--- src/hw/rsf_consts.vh ---
// constants of the reset source and flag controller
`ifndef RSF_CONSTS_VH
`define RSF_CONSTS_VH

// =====================================================
// register byte offsets (wishbone, one word each)
`define RSF_ADR_STATUS   4'h0
`define RSF_ADR_RSTFLAG  4'h4
`define RSF_ADR_WDTCTL   4'h8
`define RSF_ADR_CAUSE    4'hc

// =====================================================
// field positions
`define RSF_TO_BIT       5
`define RSF_PDF_BIT      4
`define RSF_LOW_VOLTAGE_RESET_FLAG_BIT     2
`define RSF_WRF_BIT      0
`define RSF_WE_HI        7
`define RSF_WE_LO        3

// =====================================================
// reset values and legal enable codes
`define RSF_WDTCTL_RST   8'h53
`define RSF_WE_OK_A      5'h0a
`define RSF_WE_OK_B      5'h15

// =====================================================
// reset kinds, one-hot, with zero for no reset
`define RSF_KIND_POR     4'h1
`define RSF_KIND_LVR     4'h2
`define RSF_KIND_WDT     4'h4
`define RSF_KIND_WSLP    4'h8
`define RSF_KIND_NONE    4'h0

// =====================================================
// timing
`define RSF_CLK_NS       5
`define RSF_T_SRESET_NS  1000
// soft reset wait in cycles: 1000 ns at 5 ns per cycle, kept at the counter width
`define RSF_SRESET_CYC   16'h00c8

`endif

--- src/hw/rsf_reset_ctrl.v ---
// reset source decoding, status flags and initial-state commands
//
// The Wishbone slave port and the placing of the registers were left to the implementer.
`include "rsf_consts.vh"

// Function
// - sleep/idle watchdog time-out clears program counter, stack pointer and watchdog only
// - keep time-out and power-down flags per reset source; zero after power-on
// - low-voltage reset in normal operation keeps both flags unchanged
// - normal-operation watchdog time-out sets time-out flag, keeps power-down flag
// - sleep/idle watchdog time-out leaves both flags at one
// - power-on reset disables every interrupt source
// - power-on reset clears watchdog and time bases; watchdog then counts
// - power-on reset switches all timer modules off
// - power-on reset makes every port pin an input
// - power-on reset points stack pointer at the stack top
// - register initial values follow reset kind; sleep time-out keeps most
// - real low-voltage reset sets its flag; a software write or power-on reset clears it, a soft reset keeps it
// - invalid watchdog control write sets software-reset flag; software clears
module rsf_reset_ctrl #(
   parameter [15:0] SRESET_CYC = `RSF_SRESET_CYC
) (
   // clock and reset (srst acts as the power-on reset)
   input  wire        clk_sys,
   input  wire        srst,
   // reset sources from pins, asynchronous
   input  wire        por_pin,
   input  wire        low_voltage_reset,
   // core events, same clock
   input  wire        wdt_timeout,
   input  wire        sleep_mode,
   input  wire        halt_enter,
   input  wire        clr_wdt,
   // wishbone slave
   input  wire        wb_cyc_i,
   input  wire        wb_stb_i,
   input  wire        wb_we_i,
   input  wire [3:0]  wb_adr_i,
   input  wire [3:0]  wb_sel_i,
   input  wire [31:0] wb_dat_i,
   output reg  [31:0] wb_dat_o,
   output reg         wb_ack_o,
   // initial-state commands to core and peripherals
   output reg         init_stb,
   output reg  [3:0]  init_kind,
   output reg         pc_clear,
   output reg         sp_zero,
   output reg         sp_top,
   output reg         int_disable,
   output reg         wdt_clear,
   output reg         tb_clear,
   output reg         timer_off,
   output reg         port_input,
   output reg         wdt_run,
   // status flags
   output reg         timeout_flag,
   output reg         powerdown_flag
);

   // =====================================================
   // states
   localparam [1:0] ST_RUN   = 2'h1;
   localparam [1:0] ST_DELAY = 2'h2;

   reg  [1:0]  state_reg;
   reg  [1:0]  state_next;
   reg  [15:0] dly_reg;
   reg  [15:0] dly_next;
   reg  [7:0]  wdtctl_reg;
   reg  [7:0]  wdtctl_next;
   reg         low_voltage_reset_flag_reg;
   reg         low_voltage_reset_flag_next;
   reg         wrf_reg;
   reg         wrf_next;
   reg         to_next;
   reg         pdf_next;
   reg  [3:0]  cause_reg;
   reg  [3:0]  cause_next;
   reg  [3:0]  kind;
   reg         sw_rst;

   wire [1:0]  pin_sync;
   wire        por_s;
   wire        lvr_s;
   wire        wb_req;
   wire        wr_rstflag;
   wire        wr_wdtctl;
   wire        we_bad;
   wire        code_ok_next;

   // =====================================================
   // pin synchronisers
   rsf_sync2 #(
      .W (2)
   ) u_sync (
      .clk_sys  (clk_sys),
      .srst     (srst),
      .async_in ({por_pin, low_voltage_reset}),
      .sync_out (pin_sync)
   );

   assign por_s = pin_sync[1];
   // low-voltage detection is switched off in sleep and idle
   assign lvr_s = pin_sync[0] & ~sleep_mode;

   // =====================================================
   // bus decode
   // the cycle that carries ack is never taken as a request, so a held strobe
   // is answered every other cycle
   assign wb_req     = wb_cyc_i & wb_stb_i & ~wb_ack_o;
   assign wr_rstflag = wb_req & wb_we_i & wb_sel_i[0] & (wb_adr_i == `RSF_ADR_RSTFLAG);
   assign wr_wdtctl  = wb_req & wb_we_i & wb_sel_i[0] & (wb_adr_i == `RSF_ADR_WDTCTL);
   assign we_bad     = (wb_dat_i[`RSF_WE_HI:`RSF_WE_LO] != `RSF_WE_OK_A) &&
                       (wb_dat_i[`RSF_WE_HI:`RSF_WE_LO] != `RSF_WE_OK_B);
   // watchdog runs only while the enable code about to be stored is legal
   assign code_ok_next = (wdtctl_next[`RSF_WE_HI:`RSF_WE_LO] == `RSF_WE_OK_A) ||
                         (wdtctl_next[`RSF_WE_HI:`RSF_WE_LO] == `RSF_WE_OK_B);

   // =====================================================
   // cause priority
   always @* begin
      sw_rst = (state_reg == ST_DELAY) && (dly_reg == 16'h0000);
      if (por_s) begin
         kind = `RSF_KIND_POR;
      end else if (lvr_s || sw_rst) begin
         // soft reset shares this row: full init, status flags untouched
         kind = `RSF_KIND_LVR;
      end else if (wdt_timeout && !sleep_mode) begin
         kind = `RSF_KIND_WDT;
      end else if (wdt_timeout) begin
         kind = `RSF_KIND_WSLP;
      end else begin
         kind = `RSF_KIND_NONE;
      end
   end

   // =====================================================
   // soft reset delay after a bad enable code
   // a reset of any kind during the wait cancels it; a second bad write while
   // waiting does not restart the count
   always @* begin
      state_next = state_reg;
      dly_next   = dly_reg;
      case (state_reg)
         ST_RUN: begin
            if (wr_wdtctl && we_bad && kind == `RSF_KIND_NONE) begin
               state_next = ST_DELAY;
               dly_next   = SRESET_CYC - 16'h0001;
            end
         end
         ST_DELAY: begin
            // any reset taken here ends the wait
            if (kind != `RSF_KIND_NONE) begin
               state_next = ST_RUN;
               dly_next   = 16'h0000;
            end else begin
               dly_next = dly_reg - 16'h0001;
            end
         end
         default: begin
            state_next = ST_RUN;
            dly_next   = 16'h0000;
         end
      endcase
   end

   // =====================================================
   // flags and watchdog control next values
   always @* begin
      to_next     = timeout_flag;
      pdf_next    = powerdown_flag;
      low_voltage_reset_flag_next   = low_voltage_reset_flag_reg;
      wrf_next    = wrf_reg;
      wdtctl_next = wdtctl_reg;
      cause_next  = cause_reg;
      // software may only clear; a same-cycle hardware set wins below
      if (wr_rstflag) begin
         low_voltage_reset_flag_next = low_voltage_reset_flag_reg & wb_dat_i[`RSF_LOW_VOLTAGE_RESET_FLAG_BIT];
         wrf_next  = wrf_reg & wb_dat_i[`RSF_WRF_BIT];
      end
      if (wr_wdtctl) begin
         wdtctl_next = wb_dat_i[7:0];
      end
      case (kind)
         `RSF_KIND_POR: begin
            to_next     = 1'b0;
            pdf_next    = 1'b0;
            low_voltage_reset_flag_next   = 1'b0;
            wrf_next    = 1'b0;
            wdtctl_next = `RSF_WDTCTL_RST;
            cause_next  = kind;
         end
         `RSF_KIND_LVR: begin
            // time-out and power-down flags stay as they are
            if (lvr_s) begin
               low_voltage_reset_flag_next = 1'b1;
            end
            if (sw_rst) begin
               wrf_next = 1'b1;
            end
            wdtctl_next = `RSF_WDTCTL_RST;
            cause_next  = kind;
         end
         `RSF_KIND_WDT: begin
            to_next     = 1'b1;
            wdtctl_next = `RSF_WDTCTL_RST;
            cause_next  = kind;
         end
         `RSF_KIND_WSLP: begin
            to_next    = 1'b1;
            pdf_next   = 1'b1;
            cause_next = kind;
         end
         default: begin
            if (halt_enter) begin
               to_next  = 1'b0;
               pdf_next = 1'b1;
            end else if (clr_wdt) begin
               to_next  = 1'b0;
               pdf_next = 1'b0;
            end
         end
      endcase
   end

   // =====================================================
   // state and flag registers
   always @(posedge clk_sys) begin
      if (srst) begin
         state_reg      <= ST_RUN;
         dly_reg        <= 16'h0000;
         timeout_flag   <= 1'b0;
         powerdown_flag <= 1'b0;
         low_voltage_reset_flag_reg       <= 1'b0;
         wrf_reg        <= 1'b0;
         wdtctl_reg     <= `RSF_WDTCTL_RST;
         cause_reg      <= `RSF_KIND_POR;
      end else begin
         state_reg      <= state_next;
         dly_reg        <= dly_next;
         timeout_flag   <= to_next;
         powerdown_flag <= pdf_next;
         low_voltage_reset_flag_reg       <= low_voltage_reset_flag_next;
         wrf_reg        <= wrf_next;
         wdtctl_reg     <= wdtctl_next;
         cause_reg      <= cause_next;
      end
   end

   // =====================================================
   // initial-state commands, pulses held while a reset is decoded, one cycle later
   always @(posedge clk_sys) begin
      if (srst) begin
         // held for the whole power-on reset
         init_stb    <= 1'b1;
         init_kind   <= `RSF_KIND_POR;
         pc_clear    <= 1'b1;
         sp_zero     <= 1'b0;
         sp_top      <= 1'b1;
         int_disable <= 1'b1;
         wdt_clear   <= 1'b1;
         tb_clear    <= 1'b1;
         timer_off   <= 1'b1;
         port_input  <= 1'b1;
         wdt_run     <= 1'b0;
      end else begin
         init_kind <= kind;
         // one row for power-on, low-voltage and watchdog, one for sleep time-out; sleep time-out touches only pc, sp and wdt_clear
         case (kind)
            `RSF_KIND_POR,
            `RSF_KIND_LVR,
            `RSF_KIND_WDT: begin
               init_stb    <= 1'b1;
               pc_clear    <= 1'b1;
               sp_zero     <= 1'b0;
               sp_top      <= 1'b1;
               int_disable <= 1'b1;
               tb_clear    <= 1'b1;
               timer_off   <= 1'b1;
               port_input  <= 1'b1;
            end
            `RSF_KIND_WSLP: begin
               init_stb    <= 1'b1;
               pc_clear    <= 1'b1;
               sp_zero     <= 1'b1;
               sp_top      <= 1'b0;
               int_disable <= 1'b0;
               tb_clear    <= 1'b0;
               timer_off   <= 1'b0;
               port_input  <= 1'b0;
            end
            default: begin
               // no reset this cycle: every command pulse drops; wdt_clear still follows clr_wdt and halt_enter
               init_stb    <= 1'b0;
               pc_clear    <= 1'b0;
               sp_zero     <= 1'b0;
               sp_top      <= 1'b0;
               int_disable <= 1'b0;
               tb_clear    <= 1'b0;
               timer_off   <= 1'b0;
               port_input  <= 1'b0;
            end
         endcase
         wdt_clear <= (kind != `RSF_KIND_NONE) | clr_wdt | halt_enter;
         // counting resumes the cycle after reset, while the code is legal
         wdt_run   <= code_ok_next;
      end
   end

   // =====================================================
   // wishbone read data and acknowledge
   always @(posedge clk_sys) begin
      if (srst) begin
         wb_ack_o <= 1'b0;
         wb_dat_o <= 32'h0000_0000;
      end else begin
         wb_ack_o <= wb_req;
         wb_dat_o <= 32'h0000_0000;
         if (wb_req && !wb_we_i) begin
            case (wb_adr_i)
               `RSF_ADR_STATUS: begin
                  wb_dat_o[`RSF_TO_BIT]  <= timeout_flag;
                  wb_dat_o[`RSF_PDF_BIT] <= powerdown_flag;
               end
               `RSF_ADR_RSTFLAG: begin
                  wb_dat_o[`RSF_LOW_VOLTAGE_RESET_FLAG_BIT] <= low_voltage_reset_flag_reg;
                  wb_dat_o[`RSF_WRF_BIT]  <= wrf_reg;
               end
               `RSF_ADR_WDTCTL: begin
                  wb_dat_o[7:0] <= wdtctl_reg;
               end
               `RSF_ADR_CAUSE: begin
                  wb_dat_o[3:0] <= cause_reg;
               end
               default: begin
                  wb_dat_o <= 32'h0000_0000;
               end
            endcase
         end
      end
   end

endmodule // rsf_reset_ctrl

--- src/hw/rsf_sync2.v ---
// two flip-flop synchroniser for pin-level inputs
module rsf_sync2 #(
   parameter W = 2
) (
   // clock and reset
   input  wire         clk_sys,
   input  wire         srst,
   // asynchronous levels in, synchronised out
   input  wire [W-1:0] async_in,
   output reg  [W-1:0] sync_out
);

   reg [W-1:0] meta_reg;

   // =====================================================
   // first stage feeds only the second
   always @(posedge clk_sys) begin
      if (srst) begin
         meta_reg <= {W{1'b0}};
         sync_out <= {W{1'b0}};
      end else begin
         meta_reg <= async_in;
         sync_out <= meta_reg;
      end
   end

endmodule // rsf_sync2

--- config.mk ---
export PLATFORM = sky130hd
export DESIGN_NAME = rsf_reset_ctrl
export DESIGN_NICKNAME = d
export VERILOG_FILES = /design/src/hw/rsf_reset_ctrl.v /design/src/hw/rsf_sync2.v
export VERILOG_INCLUDE_DIRS = /design/src /design/src/hw
export SDC_FILE = /design/constraint.sdc
export NUM_CORES = 1
export LEC_CHECK = 0
export BUFFER_PORTS_ARGS = -buffer_cell sky130_fd_sc_hd__buf_2
export CAP_MARGIN = 25
export CORE_MARGIN = 2
export CORE_UTILIZATION = 46
export CTS_BUF_LIST = sky130_fd_sc_hd__clkbuf_8
export CTS_CLUSTER_DIAMETER = 100
export DETAILED_ROUTE_END_ITERATION = 8
export PLACE_DENSITY_LB_ADDON = 0.15
export SLEW_MARGIN = 10
export SYNTH_ARGS = -nofsm -noshare
export SYNTH_HDL_FRONTEND = slang
export SYNTH_SLANG_ARGS = --single-unit
export TNS_END_PERCENT = 10
--- constraint.sdc ---
create_clock -name clk_sys -period 2.3 [get_ports clk_sys]
set_input_delay 0.69 -clock clk_sys [delete_from_list [all_inputs] [get_ports clk_sys]]
set_output_delay 0.69 -clock clk_sys [all_outputs]
set_load 0.005 [all_outputs]
==> PnR_summary.wiki <==
{| class="wikitable"
! Metric !! Value
|-
| Data arrival, critical path || 2460 ps
|-
| Worst Path Class, Setup || flop to flop
|-
| Core outline area || around 0.0056 sq mm
|-
| Arithmetic-cell share of the synthesized area counting full adders, half adders and majority gates || 1.86%
|-
| Run status || complete, no violations
|-
| Effective utilization at floorplan || 48.2%
|-
| Share of the clock period used by the worst path after layout || between 90% and 100%
|-
| Die outline width || between 80 and 90 um
|-
| Clock Skew || 8.04 ps
|-
| Largest net degree at the start of global routing || 18
|-
| Antenna cells || 0
|-
| Slowest-stage cell, CP || o41a_4
|-
| Number of buffers inserted during clock tree synthesis || 5
|-
| Post-detailed-placement cell area || 0.00308 sq mm
|-
| Area fraction of the dominant cell type after synthesis || 41.7%
|-
| Via count || 2334
|-
| Clock-pin transition on the worst setup and hold timing paths || 100 ps
|-
| Post-synthesis compound-gate area fraction || between 10% and 20%
|-
| Maximum capacitance violations || 0
|-
| Vert. Die Dim || 80.4 um
|-
| Hold-fix buffers at CTS || 0
|-
| Post-route setup slack || 87.6 ps
|-
| Maximum net fanout on the critical path || 7
|-
| Final hold vios || 0
|-
| Setup repair after global routing missed its margin || false
|-
| Post-Synthesis Mean Instance Area || 8.67 sq um
|-
| Count of mapped cells out of synthesis || between 300 and 400
|-
| Synth Area in XOR/XNOR || 0.326%
|-
| Drt drc || 0
|-
| Via-per-instance ratio || roughly 5
|-
| Multiplexer share of the synthesized area || around 4.0%
|-
| Timing-limited maximum frequency || around 0.45 GHz
|-
| Most used flip-flop cell after synthesis || dfxtp_1
|-
| Vias in the first global route || 2090
|-
| Count leader, synth || dfxtp_1
|-
| Cell Pwr Density || 567 mW/mm^2
|-
| Worst ir drop on vdd || between 200 and 300 uV
|-
| Actual transition at the worst max-transition pin || 545 ps
|-
| Layout-stage area growth over the synthesis result || 20.6%
|-
| Residual overflow from global routing || 0
|-
| List of most frequent post-synthesis cells || 56 x dfxtp_1, 29 x buf_4, 29 x nand2_1
|-
| Half-perimeter wire length of the detailed placement result || about 4600 um
|-
| Total wire length after detailed routing || 5890 um
|-
| Final setup violating endpoints || 0
|-
| Top area cells in the synthesized netlist || dfxtp_1 42%, buf_4 8.1%, a21oi_1 5.0%
|-
| Pre-CTS setup slack || -260 ps
|-
| Number of nets with antenna violations after routing || 0
|-
| Crit path capture type || flop
|-
| FP Rows || 27
|-
| Per-cell routed wire length || 12.9 um
|-
| Root buffer cell || clkbuf_8
|-
| Clock insertion delay at the later pin of the skew report || 300 ps
|-
| Sequential element share of the synthesized area || 41.7%
|-
| Fin crit period || ~2200 ps
|-
| Post-synthesis share of cell area spent on and, or, nand and nor gates || roughly 26%
|-
| Number of flip-flops in the largest register || 16
|-
| Num Clock Sinks || 56
|-
| I/O Buffers || 48
|-
| Initial antenna violation count || 0
|-
| Ys async rst share || 0%
|-
| CP Data Required Time || 2550 ps
|-
| Post-synthesis instance area || 0.00269 sq mm
|-
| Dominant combinational cell family by area after synthesis || simple AND/OR/NAND/NOR gates
|-
| Number of distinct standard cells referenced by the synthesized netlist || 44
|-
| Reported leakage power || ~1.5 nW
|-
| Library cell occupying the most area in the post-synthesis netlist || dfxtp_1
|-
| Post-layout utilization of the core || 58.2%
|-
| Ordered list of cells on the worst path || inv_1 -> ha_1 -> nor4bb_1 -> and4_2 -> o41a_4 -> or4_1 -> a21oi_2
|-
| I/O Pins || 100
|-
| Count of state elements after synthesis || 56
|-
| Reg-to-reg setup timing slack || 90 ps
|-
| Layout cell share with drive strength beyond 1 || 29.4%
|-
| GPL Wtd Cong || 0.837
|-
| Floorplan die area || 0.00647 sq mm
|-
| Detailed Route Iter0 Violations || ~120
|-
| Fin nets || 439
|-
| Count of flip-flops with a built-in enable after synthesis || 0
|-
| Total number of H-tree levels || 2
|-
| Global-route wire length before repair || 9470 um
|-
| Critical path launch point type || flop
|-
| Class of the most critical hold timing path || flop to flop
|-
| Buffer levels on the longest clock path || 2
|-
| Worst max-slew margin expressed relative to the limit || 63.3%
|-
| Yosys warning count || 0
|-
| CTS tree || done
|-
| Number of pins with negative max-slew slack in the final report || 0
|-
| Slowest cell delay on critical path || 540 ps
|-
| GRT Total Usage || 18.6%
|-
| Final cell area excluding filler cells || 0.00324 sq mm
|-
| First-pass iteration count of the detailed router || 4
|}
stage by stage:
step / cells / TNS (ps) / power [mW] / hold slack (ps)
floorplan: 333 / -261 / 1.14 / 414
global placement: 447 / -2850 / 1.19 / 419
detailed placement: 447 / -3100 / 1.19 / 427
CTS: 455 / 0 / 1.85 / 451
global route: 457 / 0 / 1.91 / 470
finish: 457 / 0 / 1.84 / 449
final timing paths:
check,startpoint,endpoint,depth (start not counted)
setup reg to reg,dly_reg[0]$_SDFFE_PP0P_,dly_reg[5]$_SDFFE_PP0P_,7
setup / recovery,dly_reg[0]$_SDFFE_PP0P_,dly_reg[5]$_SDFFE_PP0P_,7
hold / removal,u_sync.meta_reg[1]$_SDFF_PP0_,u_sync.sync_out[1]$_SDFF_PP0_,1
hold reg to reg,u_sync.meta_reg[1]$_SDFF_PP0_,u_sync.sync_out[1]$_SDFF_PP0_,1
worst max-delay path: cells and delay by family (launching register included):
family,cells,cell delay (ps)
buffers and inverters,1,60
AND/OR/NAND/NOR,3,850
flip-flops,1,350
AO/OA/AOI/OAI,2,690
adder cells (fa/ha/maj),1,210
cell usage in the layout, fill, tap and decap left out, types with 2 or more instances in the layout:
master    count
a21o_1        2
a21oi_1      25
a21oi_2       2
a22oi_1       2
a311oi_1      2
and3_1        5
and4bb_1      2
buf_2        48
buf_4        35
clkbuf_8      6
conb_1       24
dfxtp_1      52
dfxtp_2       4
ha_1          4
inv_1        12
mux2_2        2
mux2i_1       7
nand2_1      29
nand3_1      12
nand4_1       3
nor2_1       26
nor2b_1       7
nor3_1        8
nor4_1        3
o21ai_0       9
o31ai_1      11
o41ai_1       2
or2_2         3
or3_1         6
or4_1        14
logic make-up after synthesis:
group / after synthesis
XOR/XNOR: 1
AO/OA/AOI/OAI: 59
multiplexers: 10
flip-flops: 56
adder cells (fa/ha/maj): 4
buffers and inverters: 52
AND/OR/NAND/NOR: 127
other: 1
cell type report:
type	count	area [sq um]
flip-flops and latches	56	1130
clock inverters	2	38.8
multi-input cells	226	1360
clock buffers	6	82.6
well taps	72	90.1
fillers	526	2330
repair buffers	83	503
inverters	12	45.0
power by group:
part / internal (mW) / switching (mW) / leakage (nW)
registers: 0.989 / 0.0107 / 0.457
logic: 0.0791 / 0.0912 / 1.00
clock network: 0.356 / 0.310 / 0.0614
routing by layer:
| layer | up-vias | track usage, % | part of all wire [%] |
|---|---|---|---|
| met5 | - | 0 | 0 |
| met4 | 0 | 6.44 | 0.49 |
| met3 | 4 | 2.47 | 5.5 |
| met2 | 70 | 29.0 | 44 |
| met1 | 1057 | 26.2 | 50 |
| li1 | 1203 | - | - |
what timing repair did:
item	in CTS	in global routing
endpoints found under the hold margin	0	0
buffers inserted	0	1
setup endpoints to repair	0	2
resized for setup	0	8
Note: power is estimated with default switching activity, not from simulation.
